## config.mk

```make
export PLATFORM = sky130hd
export DESIGN_NAME = spi_port
export DESIGN_NICKNAME = d
export VERILOG_FILES = /design/src/rtl/spi_port_pkg.sv /design/src/rtl/sync2.sv /design/src/rtl/spi_port.sv
export SDC_FILE = /design/constraint.sdc
export NUM_CORES = 1
export LEC_CHECK = 0
export BUFFER_PORTS_ARGS = -buffer_cell sky130_fd_sc_hd__buf_2
export CAP_MARGIN = 10
export CELL_PAD_IN_SITES_DETAIL_PLACEMENT = 1
export CELL_PAD_IN_SITES_GLOBAL_PLACEMENT = 1
export CORE_ASPECT_RATIO = 0.75
export CORE_MARGIN = 8
export CORE_UTILIZATION = 30
export CTS_BUF_LIST = sky130_fd_sc_hd__clkbuf_2
export CTS_CLUSTER_SIZE = 12
export DETAILED_ROUTE_END_ITERATION = 6
export GPL_TIMING_DRIVEN = 0
export PLACE_DENSITY_LB_ADDON = 0.08
export RECOVER_POWER = 100
export SYNTH_ARGS = -nofsm -noshare
export SYNTH_HDL_FRONTEND = slang
export SYNTH_SLANG_ARGS = --single-unit
```

## constraint.sdc

```tcl
create_clock -name pclk -period 3.75 [get_ports pclk]
set_input_delay 0.75 -clock pclk [delete_from_list [all_inputs] [get_ports pclk]]
set_output_delay 0.75 -clock pclk [all_outputs]
set_load 0.03 [all_outputs]
```

## src/rtl/spi_port_pkg.sv

```systemverilog
// constants, offsets and types for the serial peripheral port
package spi_port_pkg;
  // register byte offsets on the bus
  localparam logic [7:0] CTRL_OFS = 8'h00;
  localparam logic [7:0] STAT_OFS = 8'h04;
  localparam logic [7:0] DATA_OFS = 8'h08;
  localparam logic [7:0] PIN_OFS = 8'h0C;
  // control field positions
  localparam int IE_BIT = 7;
  localparam int EN_BIT = 6;
  localparam int ORD_BIT = 5;
  localparam int ROLE_MASTER_SELECT_BIT = 4;
  localparam int POL_BIT = 3;
  localparam int PHA_BIT = 2;
  localparam int RATE_HI_BIT = 1;
  localparam int RATE_LO_BIT = 0;
  // status field positions
  localparam int DONE_BIT = 7;
  localparam int WRITE_COLLISION_FLAG_BIT = 6;
  localparam int DBL_BIT = 0;
  // pin setup field positions
  localparam int DIR_MOSI_BIT = 0;
  localparam int DIR_MISO_BIT = 1;
  localparam int DIR_SCK_BIT = 2;
  localparam int DIR_SS_BIT = 3;
  localparam int SS_VAL_BIT = 4;
  // values after reset
  localparam logic [7:0] CTRL_RST = 8'h00;
  localparam logic [4:0] PIN_RST = 5'h00;
  localparam logic [7:0] BYTE_RST = 8'h00;
  // edge count of the last of sixteen clock edges in a byte
  localparam logic [3:0] LAST_EDGE = 4'hF;
  // half serial clock period in system clocks, index {double, rate}
  typedef logic [6:0] half_type;
  localparam half_type HALF_TBL [8] = '{7'h02, 7'h08, 7'h20, 7'h40, 7'h01, 7'h04, 7'h10, 7'h20};
  typedef enum logic [0:0] {
    ST_IDLE = 1'b0,
    ST_SHIFT = 1'b1
  } state_type;
endpackage : spi_port_pkg

```

## src/rtl/sync2.sv

```systemverilog
// two flip-flop synchroniser for pin inputs
`timescale 1ns/1ps
`default_nettype none
module sync2 #(
  parameter int WIDTH = 1
) (
  // clock and reset
  input wire logic clk,
  input wire logic rst_n,
  // levels
  input wire logic [WIDTH-1:0] d,
  output logic [WIDTH-1:0] q
);
  logic [WIDTH-1:0] meta_q;

  always_ff @(posedge clk or negedge rst_n) begin
    if (!rst_n) begin
      meta_q <= '0;
      q <= '0;
    end else begin
      meta_q <= d;
      q <= meta_q;
    end
  end
endmodule : sync2
`default_nettype wire

```

## src/rtl/spi_port.sv

```systemverilog
// serial peripheral port, master or slave, with apb register access
//
// Chosen here: the APB slave port and the register offsets.
`timescale 1ns/1ps
`default_nettype none
// Function
// - slave role: select line is always an input
// - slave selected: active, data out driven only if software enabled it
// - slave deselected: passive, ignores incoming data, data out may stay driven
// - select rising in slave role resets bit counter and shift logic
// - master with select input pulled low means another master selected us
// - on that event clear master bit and set transfer done flag
// - interrupt only when done flag, enable bit and global enable all set
// - no serial activity unless the enable bit is one
// - bit order one sends least significant bit first, zero most first
// - role bit one means master, zero means slave
// - polarity one idles clock high, zero idles clock low
// - phase zero samples leading edge, one samples trailing edge
// - normal speed rate codes give divide by 4, 16, 64, 128
// - double speed rate codes give divide by 2, 8, 32, 64
// - data register write starts a byte transfer
// - done flag clears by vector acknowledge or status read then data access
// - data write during a transfer sets collision flag, cleared only by status read then data access
// - double speed bit sits in status bit 0
module spi_port (
  // clock and reset
  input wire logic pclk,
  input wire logic presetn,
  // apb slave
  input wire logic [7:0] paddr,
  input wire logic psel,
  input wire logic penable,
  input wire logic pwrite,
  input wire logic [31:0] pwdata,
  output logic [31:0] prdata,
  output logic pready,
  output logic pslverr,
  // serial pins
  input wire logic sck_i,
  output logic sck_o,
  output logic sck_oe,
  input wire logic mosi_i,
  output logic mosi_o,
  output logic mosi_oe,
  input wire logic miso_i,
  output logic miso_o,
  output logic miso_oe,
  input wire logic ss_i,
  output logic ss_o,
  output logic ss_oe,
  // interrupt handshake with the cpu
  input wire logic global_irq_en,
  input wire logic irq_vector_ack,
  output logic irq
);
  logic [7:0] ctrl_q;
  logic [4:0] pin_q;
  logic dbl_q;
  logic done_q;
  logic write_collision_flag_q;
  logic arm_q;
  logic [7:0] sh_q;
  logic [7:0] rx_q;
  logic rbit_q;
  logic [3:0] cnt_q;
  spi_port_pkg::state_type state_q;
  logic sck_q;
  logic [6:0] half_q;
  logic ss_p_q;
  logic sck_p_q;
  logic ss_s;
  logic sck_s;
  logic mosi_s;
  logic miso_s;

  sync2 #(.WIDTH(4)) u_sync (
    .clk(pclk),
    .rst_n(presetn),
    .d({ss_i, sck_i, mosi_i, miso_i}),
    .q({ss_s, sck_s, mosi_s, miso_s})
  );

  // bus decode
  wire setup = psel & ~penable;
  wire acc = psel & penable & pready;
  wire wr = acc & pwrite;
  wire hit_ctrl = paddr == spi_port_pkg::CTRL_OFS;
  wire hit_stat = paddr == spi_port_pkg::STAT_OFS;
  wire hit_data = paddr == spi_port_pkg::DATA_OFS;
  wire hit_pin = paddr == spi_port_pkg::PIN_OFS;
  wire mapped = hit_ctrl | hit_stat | hit_data | hit_pin;
  wire data_acc = acc & hit_data;
  wire data_wr = data_acc & pwrite;
  wire stat_rd = acc & hit_stat & ~pwrite;

  // control fields
  wire en = ctrl_q[spi_port_pkg::EN_BIT];
  wire ie = ctrl_q[spi_port_pkg::IE_BIT];
  wire ord = ctrl_q[spi_port_pkg::ORD_BIT];
  wire pol = ctrl_q[spi_port_pkg::POL_BIT];
  wire pha = ctrl_q[spi_port_pkg::PHA_BIT];
  wire [2:0] rate_idx = {dbl_q, ctrl_q[spi_port_pkg::RATE_HI_BIT], ctrl_q[spi_port_pkg::RATE_LO_BIT]};
  wire master_on = en & ctrl_q[spi_port_pkg::ROLE_MASTER_SELECT_BIT];
  wire slave_on = en & ~ctrl_q[spi_port_pkg::ROLE_MASTER_SELECT_BIT];

  // select pulled low while master with select as input
  wire contend = master_on & ~pin_q[spi_port_pkg::DIR_SS_BIT] & ~ss_s;
  wire slave_sel = slave_on & ~ss_s;
  wire ss_rise = slave_on & ss_s & ~ss_p_q;
  wire abort = ~en | contend | ss_rise;

  // clock edge events
  wire shifting = state_q == spi_port_pkg::ST_SHIFT;
  wire m_tick = master_on & shifting & (half_q == 7'h01);
  wire s_tick = slave_sel & (sck_s != sck_p_q);
  wire tick = master_on ? m_tick : s_tick;
  // leading edge is even count, sample edge by phase
  wire lead = ~cnt_q[0];
  wire samp = lead ^ pha;
  wire last = cnt_q == spi_port_pkg::LAST_EDGE;
  wire in_bit = master_on ? miso_s : mosi_s;
  wire first_skip = pha & (cnt_q == 4'h0);
  // sample edges never shift, so data out stays still on them; rx loads on the last edge, which shifts too when phase is zero
  wire do_shift = tick & ~samp & ~first_skip;
  wire shift_in = samp ? in_bit : rbit_q;
  wire [7:0] sh_next = ord ? {shift_in, sh_q[7:1]} : {sh_q[6:0], shift_in};
  wire out_bit = ord ? sh_q[0] : sh_q[7];
  // byte ends on the sixteenth edge
  wire byte_done = tick & last & ~abort;
  wire busy = shifting | (cnt_q != 4'h0);
  // data write starts a transfer when idle
  wire start = data_wr & ~busy & en;
  wire m_start = start & master_on;

  // flags, set wins over clear
  wire clear_ok = data_acc & arm_q;
  wire done_set = byte_done | contend;
  wire write_collision_flag_set = data_wr & busy;
  wire done_d = done_set | (done_q & ~(clear_ok | irq_vector_ack));
  wire write_collision_flag_d = write_collision_flag_set | (write_collision_flag_q & ~clear_ok);
  wire arm_d = stat_rd ? (done_q | write_collision_flag_q) : (data_acc ? 1'b0 : arm_q);

  // contention clears master bit, winning over a write
  wire [7:0] ctrl_w = (wr & hit_ctrl) ? pwdata[7:0] : ctrl_q;
  wire [7:0] ctrl_d = contend ? (ctrl_w & ~(8'h01 << spi_port_pkg::ROLE_MASTER_SELECT_BIT)) : ctrl_w;

  // read mux
  wire [7:0] stat_val = {done_q, write_collision_flag_q, 5'h00, dbl_q};
  wire [7:0] rd_val = hit_ctrl ? ctrl_q :
                      hit_stat ? stat_val :
                      hit_data ? rx_q :
                      hit_pin ? {3'h0, pin_q} : 8'h00;

  // pin drive values
  wire mosi_oe_d = master_on & pin_q[spi_port_pkg::DIR_MOSI_BIT];
  // data out only by software direction
  wire miso_oe_d = slave_on & pin_q[spi_port_pkg::DIR_MISO_BIT];
  wire sck_oe_d = master_on & pin_q[spi_port_pkg::DIR_SCK_BIT];
  // select never driven in slave role
  // select is a plain output in master role only when its direction bit is set
  wire ss_oe_d = master_on & pin_q[spi_port_pkg::DIR_SS_BIT];
  wire irq_d = done_q & ie & global_irq_en;

  always_ff @(posedge pclk or negedge presetn) begin
    if (!presetn) begin
      ctrl_q <= spi_port_pkg::CTRL_RST;
      pin_q <= spi_port_pkg::PIN_RST;
      dbl_q <= 1'b0;
    end else begin
      ctrl_q <= ctrl_d;
      if (wr & hit_pin) begin
        pin_q <= pwdata[4:0];
      end
      if (wr & hit_stat) begin
        dbl_q <= pwdata[spi_port_pkg::DBL_BIT];
      end
    end
  end

  always_ff @(posedge pclk or negedge presetn) begin
    if (!presetn) begin
      done_q <= 1'b0;
      write_collision_flag_q <= 1'b0;
      arm_q <= 1'b0;
    end else begin
      done_q <= done_d;
      write_collision_flag_q <= write_collision_flag_d;
      arm_q <= arm_d;
    end
  end

  always_ff @(posedge pclk or negedge presetn) begin
    if (!presetn) begin
      ss_p_q <= 1'b1;
      sck_p_q <= 1'b0;
    end else begin
      ss_p_q <= ss_s;
      sck_p_q <= sck_s;
    end
  end

  always_ff @(posedge pclk or negedge presetn) begin
    if (!presetn) begin
      cnt_q <= 4'h0;
    end else if (abort | start) begin
      cnt_q <= 4'h0;
    end else if (tick) begin
      cnt_q <= cnt_q + 4'h1;
    end
  end

  // master clock stops after the last edge
  always_ff @(posedge pclk or negedge presetn) begin
    if (!presetn) begin
      state_q <= spi_port_pkg::ST_IDLE;
    end else if (abort | byte_done) begin
      state_q <= spi_port_pkg::ST_IDLE;
    end else if (m_start) begin
      state_q <= spi_port_pkg::ST_SHIFT;
    end
  end

  // half period reload from rate table
  always_ff @(posedge pclk or negedge presetn) begin
    if (!presetn) begin
      half_q <= 7'h01;
    end else if (m_start | m_tick) begin
      half_q <= spi_port_pkg::HALF_TBL[rate_idx];
    end else if (shifting) begin
      half_q <= half_q - 7'h01;
    end
  end

  always_ff @(posedge pclk or negedge presetn) begin
    if (!presetn) begin
      sck_q <= 1'b0;
    end else if (!shifting | abort) begin
      sck_q <= pol;
    end else if (m_tick) begin
      sck_q <= ~sck_q;
    end
  end

  // sample on sample edge, shift on setup edge
  always_ff @(posedge pclk or negedge presetn) begin
    if (!presetn) begin
      rbit_q <= 1'b0;
      sh_q <= spi_port_pkg::BYTE_RST;
      rx_q <= spi_port_pkg::BYTE_RST;
    end else begin
      if (tick & samp) begin
        rbit_q <= in_bit;
      end
      if (start) begin
        sh_q <= pwdata[7:0];
      end else if (do_shift & ~abort) begin
        sh_q <= sh_next;
      end
      if (byte_done) begin
        rx_q <= sh_next;
      end
    end
  end

  // apb answer, zero wait states
  always_ff @(posedge pclk or negedge presetn) begin
    if (!presetn) begin
      prdata <= 32'h0000_0000;
      pready <= 1'b0;
      pslverr <= 1'b0;
    end else begin
      prdata <= setup ? {24'h000000, rd_val} : prdata;
      pready <= setup;
      pslverr <= setup & ~mapped;
    end
  end

  always_ff @(posedge pclk or negedge presetn) begin
    if (!presetn) begin
      sck_o <= 1'b0;
      sck_oe <= 1'b0;
      mosi_o <= 1'b0;
      mosi_oe <= 1'b0;
      miso_o <= 1'b0;
      miso_oe <= 1'b0;
      ss_o <= 1'b0;
      ss_oe <= 1'b0;
      irq <= 1'b0;
    end else begin
      sck_o <= sck_q;
      sck_oe <= sck_oe_d;
      mosi_o <= out_bit;
      mosi_oe <= mosi_oe_d;
      miso_o <= out_bit;
      miso_oe <= miso_oe_d;
      ss_o <= pin_q[spi_port_pkg::SS_VAL_BIT];
      ss_oe <= ss_oe_d;
      irq <= irq_d;
    end
  end
endmodule : spi_port
`default_nettype wire

```

==> results of run 1 <==
## area by class of cell
| type | count | area share (%) |
|---|---|---|
| clock buffers | 11 | 1.25 |
| clock inverters | 5 | 2.84 |
| inverters | 11 | 0.939 |
| plain buffers | 35 | 5.18 |
| repair buffers | 45 | 4.64 |
| flip-flops and latches | 75 | 42.7 |
| well taps | 166 | 4.72 |
| multi-input cells | 230 | 37.7 |
## where the power goes
group / internal (uW) / switching, uW / leakage, uW
clock: 359 / 299 / 0.000106
sequential: 819 / 4.21 / 0.000986
combinational: 37.4 / 82.3 / 0.00103
## registers in the layout, indices dropped and copies added, names as in the netlist, 4 cells and up
| name | flops |
|---|---|
| u_sync.meta_q | 4 |
| sh_q | 8 |
| cnt_q | 4 |
| pin_q | 5 |
| prdata | 8 |
| ctrl_q | 8 |
| half_q | 7 |
| u_sync.q | 4 |
| rx_q | 8 |
## metrics by stage
step / total power [uW] / instance area, sq um / worst slack [ns] / std cells / hold WS [ns]
6_report: 1600 / 4400 / 0.540 / 578 / 0.303
5_1_grt: 1660 / 4400 / 0.523 / 578 / 0.243
4_1_cts: 1630 / 4520 / 1.10 / 578 / 0.257
3_5_place_dp: 964 / 4330 / 0.951 / 561 / 0.336
3_3_place_gp: 958 / 4300 / 0.953 / 560 / 0.333
2_1_floorplan: 912 / 3870 / 1.41 / 351 / 0.331
## logic make-up after synthesis
family          Yosys count  share of synthesized area (%)
mux                      53                           15.8
flops                    75                           49.6
fa+ha+maj                 4                           1.32
other cells               1                         0.0990
simple gates             87                           14.0
xor+xnor                  7                           1.62
compound gates           55                           10.4
buf+inv                  46                           7.14
## worst min path at each step
| stage | cells past startpoint | slack (ns) | to |
|---|---|---|---|
| 6_report | 1 | 0.30 | u_sync.meta_q[2] |
| 5_1_grt | 1 | 0.24 | u_sync.meta_q[1] |
| 4_1_cts | 1 | 0.26 | u_sync.meta_q[2] |
| 3_5_place_dp | 0 | 0.34 | u_sync.q[3] |
| 3_3_place_gp | 0 | 0.33 | u_sync.q[1] |
| 2_1_floorplan | 0 | 0.33 | u_sync.q[0] |
## synth_stat cells, types with 6 or more instances
master and count:
dfrtp_1 73, buf_4 25, nand3_1 15, a21oi_1 8, nand2_1 19, and3_1 8, inv_1 11, mux2i_1 8
mux2_2 28, clkbuf_1 6, nor2_1 14, mux2_1 16, a22o_1 7, o21ai_0 15
## layer usage
metal / part of all wire, % / global-route usage, % / vias up
li1: - / - / 1300
met1: 52 / 18.1 / 1344
met2: 43 / 19.1 / 53
met3: 3.6 / 3.63 / 12
met4: 1.1 / 3.53 / 0
met5: 0 / 0 / -
## worst max-delay path, delay by kind of cell
family / cells / cell delay, ns
buffers and inverters: 1 / 0.09
muxes: 1 / 0.52
and+or+nand+nor: 3 / 2.29
==> impl_metrics.tcl, run 1 <==
set metrics [dict create \
    ys_types 56 \
    clock-sinks 75 \
    vias 2709 \
    syn_inst 328 \
    postCtsSetupRepairBufs 0 \
    ant_nets 0 \
    fillers 1428 \
    synth-main-ff-cell "dfrtp_1" \
    multi_input_area_sq_um 1660 \
    r2r_end "rx_q[7]" \
    cts_tree "done" \
    tns_ns 0 \
    nets 462 \
    grt_max_degree 64 \
    core_region_area_sq_um 12300 \
    die_x_microns 146 \
    power-per-cell-area_nw_per_um2 364 \
    cp_max_fo 9 \
    holdCritPathClass "in2reg" \
    min_period_over_period_pct 85.6 \
    numCtsBuffers 9 \
    floorplan.die_area_sq_um 16500 \
    dp_hpwl_microns 7770 \
    vdd_drop_max_v 0.000156 \
    slew_headroom_pct -6.44 \
    grt_pass1_wl_microns 16800 \
    synth-warning-count 0 \
    fin_crit_ns 3.21 \
    wire_per_inst_microns 17.8 \
    areaGrowthSynthToFinish_pct 16.2 \
    regArea_sq_um 1880 \
    critPathCapture "sh_q[7]" \
    drv_cap 1 \
    cp.required_ns 4.19 \
    grt-ovfl-total 0 \
    fin_worst_skew_ns 0.0343 \
    grt_pass1_vias 2892 \
    finalSetupViolCount 0 \
    cp-startpoint "paddr[1]" \
    vias_per_cell 4.69 \
    antenna_cells 0 \
    power.leakage_uw 0.00212 \
    worst_pin_slew_ns 1.60 \
    hold_viol 0 \
    status "finished with violations" \
    cp_slowest_stage_delay_ns 0.96 \
    final_cell_mix "dfrtp_1, clkbuf_1, mux2_2" \
    r2r.worst_path.cells 7 \
    initial_core_util_pct 30.8 \
    rows 35 \
    cp_slowest_cell "nor4_1" \
    ys_ff_latch 75 \
    synth_edf_count 0 \
    layout_commonest_cell "dfrtp_1" \
    regToRegSetupSlack_ns 0.84 \
    die_h_microns 113 \
    path_class "in2reg" \
    utilization_pct 35.7 \
    syn_area_sq_um 3790 \
    hp-start "sck_i" \
    dr.pass1.iters 4 \
    drt_drc_violations_left 0 \
    cp-end-kind "flop" \
    insertion_delay_ns 0.55 \
    num_io_pins 94 \
    synthTopCellsByArea "dfrtp_1, mux2_2, buf_4, mux2_1, mux2i_1" \
    async_reset_ff_share_pct 100 \
    cts_hold_buf 1 \
    synth_top_area_share_pct 48.2 \
    cts_max_path_buffers 2 \
    reg2reg_from "half_q[0]" \
    cts-resized-gates 0 \
    drtIter0Drc 149 \
    yosys.area.top_type "dfrtp_1" \
    violations "max-capacitance violations, max-slew violations" \
    grt_usage_pct 13.0 \
    antenna_found_initial 0 \
    io_buffers 43 \
    critPathLaunchType "input port" \
    globalplace.congestion 0.759 \
    h-tree-depth 3 \
    critPathArrivalTime_ns 3.65 \
    routed_wl_microns 10300 \
    ys_seq_area_share_pct 49.6 \
    rsz0062_at_grt "no" \
    fmax_mhz 312 \
    layout-drive-gt1-share_pct 24.5 \
    syn_area_per_cell_sq_um 11.5 \
    clkTransAtPathRegs_ns 0.21 \
    path_cells "buf_2, or4_1, nor4_1, nand3_1, mux2_1" \
    slew_violations 64 \
    cts_root_buf "clkbuf_2" \
]
Note: power is estimated with default switching activity, not from simulation.
==> run 2, diff against run 1 <==
--- a/config.mk
+++ b/config.mk
@@ -10,7 +10,7 @@
 export CELL_PAD_IN_SITES_DETAIL_PLACEMENT = 1
 export CELL_PAD_IN_SITES_GLOBAL_PLACEMENT = 1
 export CORE_ASPECT_RATIO = 0.75
-export CORE_MARGIN = 8
+export CORE_MARGIN = 2
 export CORE_UTILIZATION = 30
 export CTS_BUF_LIST = sky130_fd_sc_hd__clkbuf_2
 export CTS_CLUSTER_SIZE = 12
==> run 2 against run 1 <==
Compared with the run above:
- first-iteration DRC count shrank 31%
- clock skew fell by 0.0072 ns
- setup slack better by 0.22 ns
- non-clock buffer count is the same
- the run still ends with max-capacitance violations, max-slew violations left
- hold slack better by 0.013 ns
- total power shrank 18%
- register-to-register slack better by 0.06 ns
==> impl_metrics.tcl, run 2 (synthesis gave the netlist of run 1 again) <==
set metrics [dict create \
    power_frac_seq_pct 62.5 \
    layout-drive-gt1-share_pct 24.6 \
    grt-ovfl-total 0 \
    final_cell_mix "dfrtp_1, clkbuf_1, mux2_2" \
    floorplan.die_area_sq_um 13500 \
    hold_viol 0 \
    grt_pass1_vias 2639 \
    dp_hpwl_microns 7220 \
    grt_max_degree 61 \
    rsz0062_at_grt "no" \
    power.share.clock_pct 28.4 \
    routed_wl_microns 9580 \
    core_region_area_sq_um 12300 \
    grt_usage_pct 14.5 \
    antenna_found_initial 0 \
    clkTransAtPathRegs_ns 0.19 \
    cp-end-kind "flop" \
    drtIter0Drc 103 \
    violations "max-capacitance violations, max-slew violations" \
    total_power_uw 1320 \
    postLayoutCellArea_sq_um 4300 \
    slew_headroom_pct -0.285 \
    regToRegSetupSlack_ns 0.90 \
    tns_ns 0 \
    min_period_over_period_pct 79.7 \
    intPower_uw 935 \
    cts_tree "done" \
    worst_pin_slew_ns 1.50 \
    vdd_drop_max_v 0.000136 \
    grt_pass1_wl_microns 14800 \
    holdCritPathClass "in2reg" \
    globalplace.congestion 0.810 \
    vias 2680 \
    finalSetupViolCount 0 \
    initial_core_util_pct 30.8 \
    critPathLaunchType "input port" \
    antenna_cells 0 \
    power.leakage_uw 0.00208 \
    slew_violations 60 \
    ant_nets 0 \
    insertion_delay_ns 0.54 \
    dr.pass1.iters 4 \
    path_class "in2reg" \
    numCtsBuffers 9 \
    fin_worst_skew_ns 0.0271 \
    p_sw_share_pct 29.0 \
    cts_root_buf "clkbuf_2" \
    num_io_pins 94 \
    rows 35 \
    nets 462 \
    cp_max_fo 9 \
    wire_per_inst_microns 16.6 \
    drv_cap 1 \
    die_h_microns 101 \
    layout_commonest_cell "dfrtp_1" \
    placed_cell_area_sq_um 4330 \
    cts_max_path_buffers 2 \
    critPathArrivalTime_ns 3.42 \
    die_x_microns 134 \
    io_buffers 43 \
    vias_per_cell 4.64 \
    cp.required_ns 4.18 \
    fin_crit_ns 2.99 \
    status "finished with violations" \
    fmax_mhz 334 \
    power-per-cell-area_nw_per_um2 306 \
    drt_drc_violations_left 0 \
    combPwrFrac_pct 9.1 \
    areaGrowthSynthToFinish_pct 13.5 \
    clock-sinks 75 \
    h-tree-depth 3 \
    utilization_pct 34.9 \
    cts-resized-gates 0 \
    netSwitchingPower_uw 381 \
]
## run 2: cell types whose count changed in the layout (fill, tap and decap cells not counted)
cell	change
mux2_2	+1
clkinv_4	+1
clkbuf_2	-2
bufinv_16	-4
mux2_1	-1
clkinv_2	+4
## run 2: final cells by class
type                    instances  area (sq um)
flip-flops and latches         75          1880
well taps                     166           208
plain buffers                  35           228
inverters                      11          41.3
clock buffers                   9          45.0
repair buffers                 45           204
fillers                      1410          8010
clock inverters                 6          33.8
multi-input cells             230          1660
## run 2: power by group through the flow
stage	clock, uW	sequential, uW	combinational, uW
5_1_grt	426	824	131
3_3_place_gp	0	837	122
2_1_floorplan	0	838	74.0
4_1_cts	398	823	127
6_report	374	823	120
3_5_place_dp	0	837	126
## run 2: layer usage
layer,up-vias,track usage (%),wire (microns)
li1,1289,-,-
met1,1333,21.6,5120
met2,47,20.7,4000
met3,11,3.75,356
met4,0,4.17,108
met5,-,0,0
## run 2: stage by stage
stage,hold slack [ns],cells,setup slack [ns]
2_1_floorplan,0.331,351,1.41
6_report,0.316,577,0.760
3_5_place_dp,0.338,561,0.971
3_3_place_gp,0.333,560,0.920
4_1_cts,0.254,577,1.14
5_1_grt,0.246,577,0.534
## run 2: what timing repair did
action,CTS,global route
endpoints found under the hold margin,11,0
setup buffers,0,0
hold buffers,1,0
## run 2: worst paths after layout
check,from,end,depth (start not counted)
max,paddr[1],sh_q[3],5
min,sck_i,u_sync.meta_q[2],1
max reg2reg,cnt_q[0],sh_q[3],6
min reg2reg,u_sync.meta_q[1],u_sync.q[1],0
max in group asynchronous,presetn,cnt_q[0],3
min in group asynchronous,presetn,prdata[7],2
## run 2: critical path, cell delays in order
cell,delay (ns)
buf_2,0.10
or4_1,0.58
nor4_1,0.80
nand3_1,0.67
mux2_1,0.51
==> run 3, diff against run 2 <==
--- a/config.mk
+++ b/config.mk
@@ -5,6 +5,7 @@
 export SDC_FILE = /design/constraint.sdc
 export NUM_CORES = 1
 export LEC_CHECK = 0
+export ABC_AREA = 1
 export BUFFER_PORTS_ARGS = -buffer_cell sky130_fd_sc_hd__buf_2
 export CAP_MARGIN = 10
 export CELL_PAD_IN_SITES_DETAIL_PLACEMENT = 1
==> constraint.sdc (replaced) <==
create_clock -name pclk -period 3 [get_ports pclk]
set_input_delay 0.6 -clock pclk [delete_from_list [all_inputs] [get_ports pclk]]
set_output_delay 0.6 -clock pclk [all_outputs]
set_load 0.03 [all_outputs]
==> run 3 against run 2 <==
Compared with the run above:
- the run still ends with max-capacitance violations, max-slew violations left
- critical path type is now reg2reg
- largest cell class unchanged
- sequential cell count unchanged
- sequential power up 26%
- final area grew 3.1%
- highest routed layer unchanged
- largest power group unchanged
- setup slack got worse by 0.073 ns
- total power increased by 27%
- cell count is 23% higher
- sequential share of layout area shrank 1.3 points
- utilization rose by 0.69 points
- hold slack lost 0.15 ns
==> impl_metrics.tcl, run 3 <==
set metrics [dict create \
    status "finished with violations" \
    violations "max-capacitance violations, max-slew violations" \
    path_cells "clkbuf_1, nand2_1, nor2_1, nand2_1, nand2_1, nand2_2, inv_1, nand2_4, buf_6, nand2_1, o21ai_0" \
    cp_slowest_cell "dfrtp_1" \
    areaGrowthSynthToFinish_pct 14.5 \
    cp-end-kind "flop" \
    async_reset_ff_share_pct 100 \
    drv_cap 1 \
    fmax_mhz 432 \
    path_buf_inv 3 \
    numCtsBuffers 9 \
    vias 3237 \
    p_sw_share_pct 28.5 \
    cp-startpoint "ctrl_q[6]" \
    r2r.worst_path.cells 11 \
    path_class "reg2reg" \
    io_buffers 45 \
    grt_pass1_wl_microns 17200 \
    wire_per_inst_microns 14.7 \
    rsz0062_at_grt "no" \
    cp.required_ns 3.43 \
    core_region_area_sq_um 12400 \
    rows 35 \
    netlist_top_cells_count "nand2_1, dfrtp_1, nand3_1" \
    floorplan.die_area_sq_um 13800 \
    h-tree-depth 3 \
    synth_top_area_share_pct 47.2 \
    worst_pin_slew_ns 1.56 \
    grt_pass1_vias 3327 \
    combPwrFrac_pct 10.1 \
    min_period_over_period_pct 77.1 \
    slew_headroom_pct -3.72 \
    synthTopCellsByArea "dfrtp_1, nand2_1, nand3_1, buf_4, inv_1" \
    num_io_pins 94 \
    cts_root_buf "clkbuf_2" \
    ant_nets 0 \
    nets 596 \
    layout_commonest_cell "nand2_1" \
    min_path_cells 1 \
    fin_crit_ns 2.31 \
    cts_max_path_buffers 2 \
    critical_path.most_common_cell "nand2_1" \
    grt_usage_pct 16.2 \
    final_cell_mix "nand2_1, dfrtp_1, nand3_1" \
    power.leakage_uw 0.00218 \
    syn_inst 460 \
    dp_hpwl_microns 7990 \
    netSwitchingPower_uw 476 \
    grt_max_degree 52 \
    drtIter0Drc 87 \
    clkTransAtPathRegs_ns 0.20 \
    reg2reg_from "ctrl_q[6]" \
    power_frac_seq_pct 62.2 \
    routed_wl_microns 10500 \
    cp.depth 11 \
    clock-sinks 75 \
    cp_max_fo 10 \
    synth-main-ff-cell "dfrtp_1" \
    grt-ovfl-total 0 \
    holdCritPathClass "in2reg" \
    fin_worst_skew_ns 0.0149 \
    antenna_found_initial 0 \
    cp_slowest_stage_delay_ns 0.37 \
    finalSetupViolCount 0 \
    ys_ff_latch 75 \
    drt_drc_violations_left 0 \
    worst_slack_ns 0.686 \
    critPathArrivalTime_ns 2.74 \
    cts_tree "done" \
    antenna_cells 0 \
    initial_core_util_pct 31.1 \
    syn_area_per_cell_sq_um 8.41 \
    yosysMostFrequentCell "nand2_1" \
    hold_viol 0 \
    tns_ns 0 \
    synth-warning-count 0 \
    vdd_drop_max_v 0.000195 \
    insertion_delay_ns 0.52 \
    vias_per_cell 4.55 \
    die_x_microns 135 \
    yosys.area.top_type "dfrtp_1" \
    syn_area_sq_um 3870 \
    layout-drive-gt1-share_pct 17.0 \
    power-per-cell-area_nw_per_um2 377 \
    die_h_microns 102 \
    postCtsSetupRepairBufs 0 \
    critical-path-top-delay-family "simple AND/OR/NAND/NOR gates" \
    ys_types 39 \
    globalplace.congestion 0.777 \
    hp-start "sck_i" \
    dr.pass1.iters 4 \
    power.share.clock_pct 27.7 \
    slew_violations 25 \
    pre_cts_ws_ns 0.769 \
    critPathLaunchType "flop" \
    synth_edf_count 0 \
    ys_seq_area_share_pct 48.6 \
    intPower_uw 1190 \
]
==> run 3: layout make-up <==
| class | instances | area (sq um) |
|---|---|---|
| flip-flops and latches | 75 | 1880 |
| multi-input cells | 323 | 1600 |
| fillers | 1558 | 8010 |
| plain buffers | 35 | 239 |
| well taps | 166 | 208 |
| repair buffers | 47 | 238 |
| clock buffers | 12 | 60.1 |
| inverters | 50 | 189 |
| clock inverters | 4 | 17.5 |
==> run 3: power by group through the flow <==
stage	logic [uW]	registers [uW]	clock network, uW
after detailed placement	174	1060	0
final	169	1040	462
after global routing	187	1040	528
after global placement	169	1060	0
after floorplan	93.7	1070	0
after CTS	176	1040	501
==> run 3: final timing paths <==
kind	to	slack [ns]
setup / recovery	rx_q[7]	0.69
hold / removal	u_sync.meta_q[2]	0.17
setup reg to reg	rx_q[7]	0.69
hold reg to reg	u_sync.q[0]	0.37
max in group asynchronous	half_q[0]	1.04
min in group asynchronous	ctrl_q[2]	0.96
==> run 3: per-stage QoR <==
| step | cell area [sq um] | power (uW) | instances | hold slack (ns) | util, % |
|---|---|---|---|---|---|
| final | 4430 | 1670 | 712 | 0.170 | 35.6 |
| after detailed placement | 4420 | 1230 | 695 | 0.338 | 35.5 |
| after CTS | 4510 | 1720 | 712 | 0.112 | 36.2 |
| after global placement | 4390 | 1220 | 694 | 0.338 | 35.3 |
| after global routing | 4430 | 1760 | 712 | 0.106 | 35.6 |
| after floorplan | 3960 | 1160 | 483 | 0.304 | - |
==> run 3: logic make-up (layout without fill, tap and decap cells) <==
| kind of cell | Yosys count | count (layout) | synth area share [%] |
|---|---|---|---|
| multiplexers | 5 | 5 | 1.29 |
| adder cells (fa/ha/maj) | 4 | 4 | 1.29 |
| flip-flops | 75 | 75 | 48.6 |
| other | 1 | 24 | 0.0969 |
| AO/OA/AOI/OAI | 57 | 57 | 8.66 |
| AND/OR/NAND/NOR | 228 | 228 | 27.8 |
| XOR/XNOR | 5 | 5 | 1.13 |
| buffers and inverters | 85 | 148 | 11.1 |
==> run 3: what timing repair did <==
| action | 4_1_cts | 5_1_grt |
|---|---|---|
| endpoints found under the setup margin | 0 | 0 |
| hold buffers | 1 | 0 |
| endpoints found under the hold margin | 24 | 0 |
| gates resized for setup | 0 | 0 |
==> run 3: routing by layer <==
| layer | vias up | part of all wire (%) | track usage, % |
|---|---|---|---|
| met4 | 0 | 1.0 | 3.85 |
| met5 | - | 0 | 0 |
| met2 | 51 | 44 | 25.0 |
| met3 | 8 | 3.7 | 3.52 |
| met1 | 1565 | 51 | 23.4 |
| li1 | 1613 | - | - |
